--- config.mk ---
export PLATFORM = sky130hd
export DESIGN_NAME = rsc_synth_cfg
export DESIGN_NICKNAME = d
export VERILOG_FILES = /design/src/core/rsc_pkg.sv /design/src/core/rsc_field_decode.sv /design/src/core/rsc_synth_cfg.sv
export VERILOG_INCLUDE_DIRS = /design/src /design/src/core
export SDC_FILE = /design/constraint.sdc
export NUM_CORES = 1
export LEC_CHECK = 0
export BUFFER_PORTS_ARGS = -buffer_cell sky130_fd_sc_hd__buf_2
export CAP_MARGIN = 10
export CELL_PAD_IN_SITES_DETAIL_PLACEMENT = 1
export CELL_PAD_IN_SITES_GLOBAL_PLACEMENT = 2
export CORE_ASPECT_RATIO = 0.7
export CORE_MARGIN = 3
export CORE_UTILIZATION = 36
export DETAILED_ROUTE_END_ITERATION = 10
export GPL_TIMING_DRIVEN = 0
export PLACE_DENSITY_LB_ADDON = 0.15
export SYNTH_ARGS = -nofsm -noshare
export SYNTH_HDL_FRONTEND = slang
export SYNTH_SLANG_ARGS = --single-unit
--- constraint.sdc ---
create_clock -name i_core_clk -period 2.87 [get_ports i_core_clk]
set_clock_uncertainty 0.05 [all_clocks]
set_input_delay 0.1435 -clock i_core_clk [delete_from_list [all_inputs] [get_ports i_core_clk]]
set_output_delay 0.1435 -clock i_core_clk [all_outputs]
set_load 0.005 [all_outputs]
--- src/core/rsc_defines.svh ---
// rsc_defines.svh: offsets, field positions, reset values and ratios
// of the synthesizer channel divider configuration.
// assumes: included by bare name from core/ files only.
`ifndef RSC_DEFINES_SVH
`define RSC_DEFINES_SVH

// register offsets on the serial register port
`define RSC_ADDR_A_CH1 8'h22
`define RSC_ADDR_A_CH2 8'h23
`define RSC_ADDR_A_CH3 8'h24
`define RSC_ADDR_B_CH1 8'h43
`define RSC_ADDR_B_CH2 8'h44
`define RSC_ADDR_B_CH3 8'h45

// reset values
`define RSC_RST_CH1 8'h29
`define RSC_RST_CH2 8'h08
`define RSC_RST_CH3 8'h0A

// writable bits of each register
`define RSC_MASK_CH1 8'h7F
`define RSC_MASK_CHN 8'h1F

// field positions
`define RSC_BAND_HI 6
`define RSC_BAND_LO 5
`define RSC_RDIV_HI 4
`define RSC_RDIV_LO 2
`define RSC_SOFF_HI 1
`define RSC_SOFF_LO 0

// band codes
`define RSC_BAND_315 2'h0
`define RSC_BAND_434 2'h1
`define RSC_BAND_868 2'h2
`define RSC_BAND_RSVD 2'h3

// fixed ratios
`define RSC_RDIV_ZERO_VAL 4'h8
`define RSC_FB_SHIFT 8
`define RSC_QUAD_DIV_SHIFT 2

`endif

--- src/core/rsc_pkg.sv ---
// rsc_pkg.sv: types shared by the synthesizer configuration block.
// assumes: compiled before any core/ module.
package rsc_pkg;

	// which channel field set drives the divider chain
	typedef enum logic [1:0] {
		RSC_CH1,
		RSC_CH2,
		RSC_CH3
	} rsc_chan_t;

	// one register byte
	typedef logic [7:0] rsc_byte_t;

	// signed modulus offset, -1..+1
	typedef logic signed [1:0] rsc_soff_t;

endpackage : rsc_pkg

--- src/core/rsc_field_decode.sv ---
// rsc_field_decode.sv: turns one reference divider / modulus offset
// field pair into divider values.
// assumes: fields come from a register, decode is purely combinational.
`timescale 1ns/10ps
`include "rsc_defines.svh"

module rsc_field_decode
	import rsc_pkg::*;
(
	input wire logic [4:0] i_fields,
	output rsc_soff_t o_mod_offset,
	output logic [3:0] o_ref_div
);

	logic [2:0] rdiv_code;
	logic [1:0] soff_code;

	// field split
	assign rdiv_code = i_fields[`RSC_RDIV_HI:`RSC_RDIV_LO];
	assign soff_code = i_fields[`RSC_SOFF_HI:`RSC_SOFF_LO];

	// code 000 means eight, others their own value
	assign o_ref_div = (rdiv_code == 3'h0) ? `RSC_RDIV_ZERO_VAL :
		{1'b0, rdiv_code};

	// 00 -> +1, 10 -> -1, 01 and 11 -> 0
	always_comb begin
		case (soff_code)
			2'h0: o_mod_offset = 2'sh1;
			2'h2: o_mod_offset = -2'sh1;
			default: o_mod_offset = 2'sh0;
		endcase
	end

endmodule : rsc_field_decode

--- src/core/rsc_synth_cfg.sv ---
// rsc_synth_cfg.sv: channel divider configuration of the rf synthesizer.
// assumes: a serial port decoder delivers one-cycle byte writes; mode
// and configuration selects are synchronous levels from the mode control.
//
// How it works
// band field bits 6:5 select A: 00 gives 3, 01 gives 2, 10 gives 1.
// reference divider field 4:2: code 000 is eight, others their value.
// modulus offset field 1:0: 00 is +1, 10 is -1, others zero.
// channel 2 fields at 4:2 and 1:0 apply only in polling.
// exactly one channel field set drives the divider chain.
// feedback divides by 256*R+S, reference by R.
// band divider feeds a fixed divide by four for quadrature LO.
// channel 1 set, with band, serves slave and polling operation.
// configs A and B own copies; ch1 resets 0x29, ch2 0x08.
// band code 11 is reserved and keeps the last applied band.
// channel 3 fields at 4:2 and 1:0, polling only, reset 0x0A.
`timescale 1ns/10ps
`include "rsc_defines.svh"

module rsc_synth_cfg
	import rsc_pkg::*;
#(
	parameter int ADDR_W = 8,
	parameter int FB_W = 12
) (
	input wire logic i_core_clk,
	input wire logic i_reset_n,
	input wire logic i_reg_wr_en,
	input wire logic [ADDR_W-1:0] i_reg_addr,
	input wire logic [7:0] i_reg_wdata,
	input wire logic i_self_poll,
	input wire logic i_slave_cfg_b,
	input wire logic i_poll_cfg_b,
	input wire logic [1:0] i_poll_chan,
	output logic [1:0] o_band_code,
	output logic [1:0] o_band_div,
	output logic [3:0] o_rf_post_div,
	output logic [3:0] o_ref_div,
	output rsc_soff_t o_mod_offset,
	output logic [FB_W-1:0] o_fb_div,
	output logic [1:0] o_active_chan,
	output logic o_active_cfg_b
);

	// register byte address of config c, channel k
	function automatic logic [ADDR_W-1:0] addr_of(input int c, input int k);
		logic [7:0] a;
		case ({c[0], k[1:0]})
			3'h0: a = `RSC_ADDR_A_CH1;
			3'h1: a = `RSC_ADDR_A_CH2;
			3'h2: a = `RSC_ADDR_A_CH3;
			3'h4: a = `RSC_ADDR_B_CH1;
			3'h5: a = `RSC_ADDR_B_CH2;
			default: a = `RSC_ADDR_B_CH3;
		endcase
		return ADDR_W'(a);
	endfunction : addr_of

	// polling channel number to channel set, 0 falls back to channel 1
	function automatic rsc_chan_t chan_of(input logic [1:0] n);
		case (n)
			2'h2: return RSC_CH2;
			2'h3: return RSC_CH3;
			default: return RSC_CH1;
		endcase
	endfunction : chan_of

	// band code to RF output divider A
	function automatic logic [1:0] band_to_a(input logic [1:0] code);
		case (code)
			`RSC_BAND_315: return 2'h3;
			`RSC_BAND_434: return 2'h2;
			default: return 2'h1;
		endcase
	endfunction : band_to_a

	rsc_byte_t reg_q [2][3];
	rsc_byte_t reg_d [2][3];
	logic cfg_sel;
	rsc_chan_t chan_sel;
	logic [4:0] ch_fields [3];
	logic [3:0] dec_r [3];
	rsc_soff_t dec_s [3];
	logic [1:0] band_sel;
	logic [1:0] band_d;
	logic [1:0] band_a_d;
	logic [3:0] ref_div_d;
	rsc_soff_t mod_offset_d;

	// register writes, per config copy, reserved bits dropped
	always_comb begin
		reg_d = reg_q;
		for (int c = 0; c < 2; c++) begin
			for (int k = 0; k < 3; k++) begin
				if (i_reg_wr_en && i_reg_addr == addr_of(c, k)) begin
					reg_d[c][k] = i_reg_wdata &
						((k == 0) ? `RSC_MASK_CH1 : `RSC_MASK_CHN);
				end
			end
		end
	end

	// register storage with documented reset values
	always_ff @(posedge i_core_clk or negedge i_reset_n) begin
		if (!i_reset_n) begin
			for (int c = 0; c < 2; c++) begin
				reg_q[c][0] <= `RSC_RST_CH1;
				reg_q[c][1] <= `RSC_RST_CH2;
				reg_q[c][2] <= `RSC_RST_CH3;
			end
		end else begin
			reg_q <= reg_d;
		end
	end

	// active config and channel: slave always runs channel 1
	assign cfg_sel = i_self_poll ? i_poll_cfg_b : i_slave_cfg_b;
	assign chan_sel = i_self_poll ? chan_of(i_poll_chan) : RSC_CH1;

	// field decoders for the three channels of the active config
	for (genvar k = 0; k < 3; k++) begin : g_dec
		assign ch_fields[k] = reg_q[cfg_sel][k][4:0];
		rsc_field_decode u_dec (
			.i_fields(ch_fields[k]),
			.o_mod_offset(dec_s[k]),
			.o_ref_div(dec_r[k])
		);
	end

	// steer one channel set and the band to the divider chain
	always_comb begin
		ref_div_d = dec_r[int'(chan_sel)];
		mod_offset_d = dec_s[int'(chan_sel)];
		band_sel = reg_q[cfg_sel][0][`RSC_BAND_HI:`RSC_BAND_LO];
		band_d = (band_sel == `RSC_BAND_RSVD) ? o_band_code : band_sel;
		band_a_d = band_to_a(band_d);
	end

	// divider chain settings, all registered
	always_ff @(posedge i_core_clk or negedge i_reset_n) begin
		if (!i_reset_n) begin
			o_band_code <= `RSC_BAND_434;
			o_band_div <= 2'h2;
			o_rf_post_div <= 4'h8;
			o_ref_div <= 4'h2;
			o_mod_offset <= 2'sh0;
			o_fb_div <= FB_W'(12'h200);
			o_active_chan <= 2'h1;
			o_active_cfg_b <= 1'b0;
		end else begin
			o_band_code <= band_d;
			o_band_div <= band_a_d;
			o_rf_post_div <= {band_a_d, 2'b00};
			o_ref_div <= ref_div_d;
			o_mod_offset <= mod_offset_d;
			o_fb_div <= FB_W'({ref_div_d, 8'h00}) +
				FB_W'(signed'(mod_offset_d));
			o_active_chan <= 2'(int'(chan_sel) + 1);
			o_active_cfg_b <= cfg_sel;
		end
	end
endmodule : rsc_synth_cfg

After elaboration in Yosys (flattened, before gate mapping)
Cells that the tools add are included.
W data, S select, Z words.
Storage, ports and cells
  flip-flop bits (word level): 59
  word-level logic and storage cells: 65
Operators by class
  $add $sub $neg: 2
  magnitude comparators: 2
  equality and inequality tests: 13
  multiplexer cells: 20
  bitwise logic cells: 2
  reductions and logical operators: 13
Operators by type and width (count)
  $mux W23: 3
  $ge A32 B3 Y1 const B: 1
  $not A2 Y32: 1
  $eq A8 B6 Y1 const B: 3
  $eq A8 B7 Y1 const B: 3
  $mux W4: 5
  $pmux W2 S2: 5
  $add A12 B12 Y12: 1
  $eq A2 B2 Y1 const B: 6
  $logic_not A3 Y1: 3
  $bmux W4 S2: 1
  $logic_not A2 Y1: 4
  $mux W2: 4
  $logic_and A1 B1 Y1: 6
  $bmux W2 S2: 1
  $add A2 B1 Y2 const B: 1
  $eq A2 B1 Y1 const B: 1
  $ge A2 B2 Y1 const B: 1
  $not A1 Y2: 1
  $mux W1: 1

Longest topological paths before layout
  word-level depth: 11
  mapped depth: 11
  gate-level depth less buffers: 10

Cells and area by module
A second synthesis with hierarchy kept.
Unflattened totals
  cells, all modules: 193
  area total of the unflattened synthesis: 2468.6 µm²
By module, submodules not included
  rsc_synth_cfg: times used 1, cells an instance 175, area an instance 2374.8 µm², sequential area each 1297.5 µm²
  rsc_field_decode: times used 3, cells an instance 6, area an instance 31.3 µm², sequential area each 0.0 µm²

Worst setup path after synthesis
Ideal clock, no wire load.
  path kind: register to register
  start: register reg_q[32] in the netlist's numbering
  end: register o_fb_div[11]
  library setup time: 0.137 ns
  arrival time: 2.211 ns
  required time: 2.683 ns
  setup slack: 0.473 ns
  cell stages (with the launch flop): 10
  path buffers: 0
  cell sequence: dfrtp_1 > nor2b_1 > o311ai_0 > a32oi_1 > nor3_2 > ha_1 > a21o_1 > a21oi_1 > xor2_1 > xnor2_1
On the way
  cells in the longest elaborated chain, start to end: 9
  elaborated cells between the ends (all ways): 10
  classes of those cells: add/sub: 1; eq/ne: 1; mux: 7; reduce/logical: 1
Ends and longest elaborated chain
  start, declared: line rsc_synth_cfg.sv:77  | rsc_byte_t reg_q [2][3];
  start signal, assigned by index: line rsc_synth_cfg.sv:107  | reg_q[c][0] <= `RSC_RST_CH1;
  start signal, assigned by index: line rsc_synth_cfg.sv:108  | reg_q[c][1] <= `RSC_RST_CH2;
  start signal, assigned by index: line rsc_synth_cfg.sv:109  | reg_q[c][2] <= `RSC_RST_CH3;
  $mux W23 (*) (3 in a row)
  $eq A2 B2 Y1 or $logic_not A2 Y1 (tied branches): line rsc_field_decode.sv:28  | case (soff_code)
  $pmux W2 S2 (*): line rsc_field_decode.sv:28
  $bmux W2 S2 (*): line rsc_synth_cfg.sv:133  | mod_offset_d = dec_s[int'(chan_sel)];
  $mux W2 (not written as such) (*) (2 in a row): line rsc_synth_cfg.sv:133
  named net mod_offset_d[1]: line rsc_synth_cfg.sv:88  | rsc_soff_t mod_offset_d;
  $add A12 B12 Y12 (*): line rsc_synth_cfg.sv:156  | o_fb_div <= FB_W'({ref_div_d, 8'h00}) +
  end signal, assigned: line rsc_synth_cfg.sv:147  | o_fb_div <= FB_W'(12'h200);
  end signal, assigned: line rsc_synth_cfg.sv:156
  end, declared: line rsc_synth_cfg.sv:40  | output logic [FB_W-1:0] o_fb_div,
Mark *: on every way through the listed nets, which the timed path passes. The rest lies on a longest branch. The select of a mux whose other input is x is not followed.
A chain may end at the register's enable or synchronous reset.

Worst setup path after layout
Same ends and word-level chain as after synthesis.

==> results.txt <==
Status: finished clean
Min cycle time layout: 2.57 ns
Most common cell after layout, fill and taps aside: buf_2
TritonCTS buffer count: 5
Max-cap violation count: 0
Worst skew pair latency: 0.30 ns
H-tree Lvls: 2
Synth Instances: 182
Synth Cell Area: 2380 µm²
Clock transition at the registers of the reported paths: 0.09 ns
Synth Flop Type: dfrtp_1
Worst setup EP type: register
RSZ-0062 raised after global routing: false
Initial antenna violation count: 0
Sequential element share of the synthesized area: 0.546
DRT iter0 DRCs: 37
Final nets: 269
Placed insts: 310
Critical setup path kind: reg2reg
Die Ht: 74.0 µm
Die area: 7630 µm²
Leak: 1.36 nW
Post-synth EDFFs: 0
Worst Hold Class: in2reg
Fin crit share: 0.895
CTS sink cnt: 51
PwrDens: 513 nW/µm²
Total grt overflow: 0
Critical path data arrival time: 2.75 ns
WP data required: 3.05 ns
Vias: 1602
Asr flop ratio synth: 1.00
Slew headroom: 0.646
IO Pins: 53
Syn-to-layout area delta: 20.3%
Site Rows: 24
Vias in the first global route: 1639
Total Power: 1.47 mW
Initial core utilization: 0.377
Post-route setup slack: 0.302 ns
# setup viols final: 0
Number of fill cells in the layout: 722
Peak VDD IR: 0.192 mV
Diode count: 0
Post-Syn Area per Cell: 13.1 µm²
CTS Buffer Depth: 2
CP peak stage delay: 0.40 ns
Share of cells above drive strength 1: 0.529
Largest net degree at the start of global routing: 52
Critical path buffers and inverters: 0
TritonCTS clock tree: done
GP Congestion: 0.788
Critical path cell sequence: nor2b_1 > o311ai_1 > a32oi_1 > nor3_4 > ha_1 > a21o_1 > a21oi_1 > xor2_1 > xnor2_1
CP max FO: 6
Yosys cell types: 39
Setup crit start kind: register
Tot GR Track Use: 0.153
Most frequent cells in the layout: 49 x buf_2, 35 x mux2_2, 34 x dfrtp_1
CTS Root Cell: clkbuf_8
Fin cells: 320
DRC Markers: 0
Routed WL: 5.36 mm
Avg Vias per Cell: 5.01
Worst-Margin Slew: 0.518 ns
CP top delay family: compound AO/OA/AOI/OAI gates
Place WS: -0.166 ns
IO Port Bufs: 49
Ys Warns: 0
Peak Freq: 0.389 GHz
Die Span X: 103 µm
First-pass GRT wire length: 8.69 mm
Core area: 6310 µm²
Final hold violations: 0
Slew Limit Fails: 0
Yosys reg bits: 51
Setup repair bufs after CTS: 0
Average routed wire per standard cell: 16.7 µm
Antenna-violating nets left: 0
Router iterations before antenna repair: 4
DP HPWL: 4.07 mm
Crit-path slowest cell: nor3_4
-- timing repair --
| item | 4_1_cts | 5_1_grt |
|---|---|---|
| gates resized for setup | 0 | 3 |
| endpoints found under the hold margin | 0 | 14 |
| setup endpoints to repair | 0 | 1 |
| hold buffers | 0 | 1 |
-- path summary, 6_finish.rpt --
| check | cells after the start | from | to | slack [ns] |
|---|---|---|---|---|
| min | 2 | i_reg_wdata[5] | reg_q[21] | 0.04 |
| max reg2reg | 9 | reg_q[32] | o_fb_div[11] | 0.30 |
| max | 9 | reg_q[32] | o_fb_div[11] | 0.30 |
| max in group asynchronous | 3 | i_reset_n | reg_q[40] | 1.90 |
| min reg2reg | 1 | o_band_code[1] | o_rf_post_div[3] | 0.43 |
| min in group asynchronous | 2 | i_reset_n | o_fb_div[8] | 0.27 |
-- where the power goes --
group	switching [mW]	internal, mW
Clock	0.229	0.220
Combinational	0.110	0.110
Sequential	0.0231	0.774
Total	0.363	1.10
-- metrics by stage --
| step | setup TNS, ns | hold WS, ns | utilization | instance area, µm² |
|---|---|---|---|---|
| after CTS | 0 | 0.0321 | 0.448 | 2830 |
| after detailed placement | -0.166 | 0.354 | 0.432 | 2730 |
| final | 0 | 0.0414 | 0.454 | 2860 |
| after global routing | 0 | 0.0328 | 0.454 | 2860 |
| after floorplan | 0 | -0.202 | - | 2380 |
| after global placement | -0.142 | 0.349 | 0.432 | 2730 |
-- per-layer routing --
layer | part of all wire | GRT usage
met1 | 0.50 | 0.225
met2 | 0.43 | 0.227
met5 | 0 | 0
met3 | 0.058 | 0.0375
met4 | 0.013 | 0.0388
-- logic make-up (layout without fill, tap and decap cells) --
| family | after synthesis | after routing | share of synthesized area |
|---|---|---|---|
| muxes | 43 | 43 | 0.215 |
| adders and majority gates | 4 | 4 | 0.0242 |
| AOI/OAI and AO/OA | 21 | 21 | 0.0663 |
| and+or+nand+nor | 40 | 40 | 0.0836 |
| xor gates and xnor gates | 3 | 3 | 0.0110 |
| other | 1 | 2 | 0.00158 |
| buffers and inverters | 19 | 78 | 0.0526 |
| DFF | 51 | 51 | 0.546 |
-- state kept, by name (all words and copies together), names as in the netlist --
register and count:
o_active_cfg_b 1, o_active_chan 2, o_band_code 2, o_fb_div 6
o_ref_div 4, o_rf_post_div 2, reg_q 34
-- cell usage after synthesis, drive strengths merged (2+ instances only) --
library cell	instances	area [µm²]
mux2	35	394
dfrtp	34	851
dfstp	17	447
nand2	16	60.1
buf	13	97.6
nor2	9	33.8
mux2i	6	72.6
inv	5	18.8
a211oi	4	30.0
ha	3	37.5
nor3b	3	22.5
o21ai	3	15.0
a2111oi	2	17.5
a21oi	2	10.0
a31oi	2	12.5
mux4	2	45.0
nor2b	2	12.5
nor3	2	15.0
nor4	2	12.5
o311ai	2	17.5
xor2	2	17.5
-- final cells by class --
class | instances | area [µm²] | area share
Clock buffer | 8 | 100 | 0.0350
Multi-Input combinational cell | 113 | 966 | 0.338
Tap cell | 78 | 97.6 | 0.0341
Sequential cell | 51 | 1300 | 0.453
Timing Repair Buffer | 51 | 275 | 0.0962
Buffer | 13 | 97.6 | 0.0341
Inverter | 6 | 27.5 | 0.00962
Note: power is estimated with default switching activity, not from simulation.
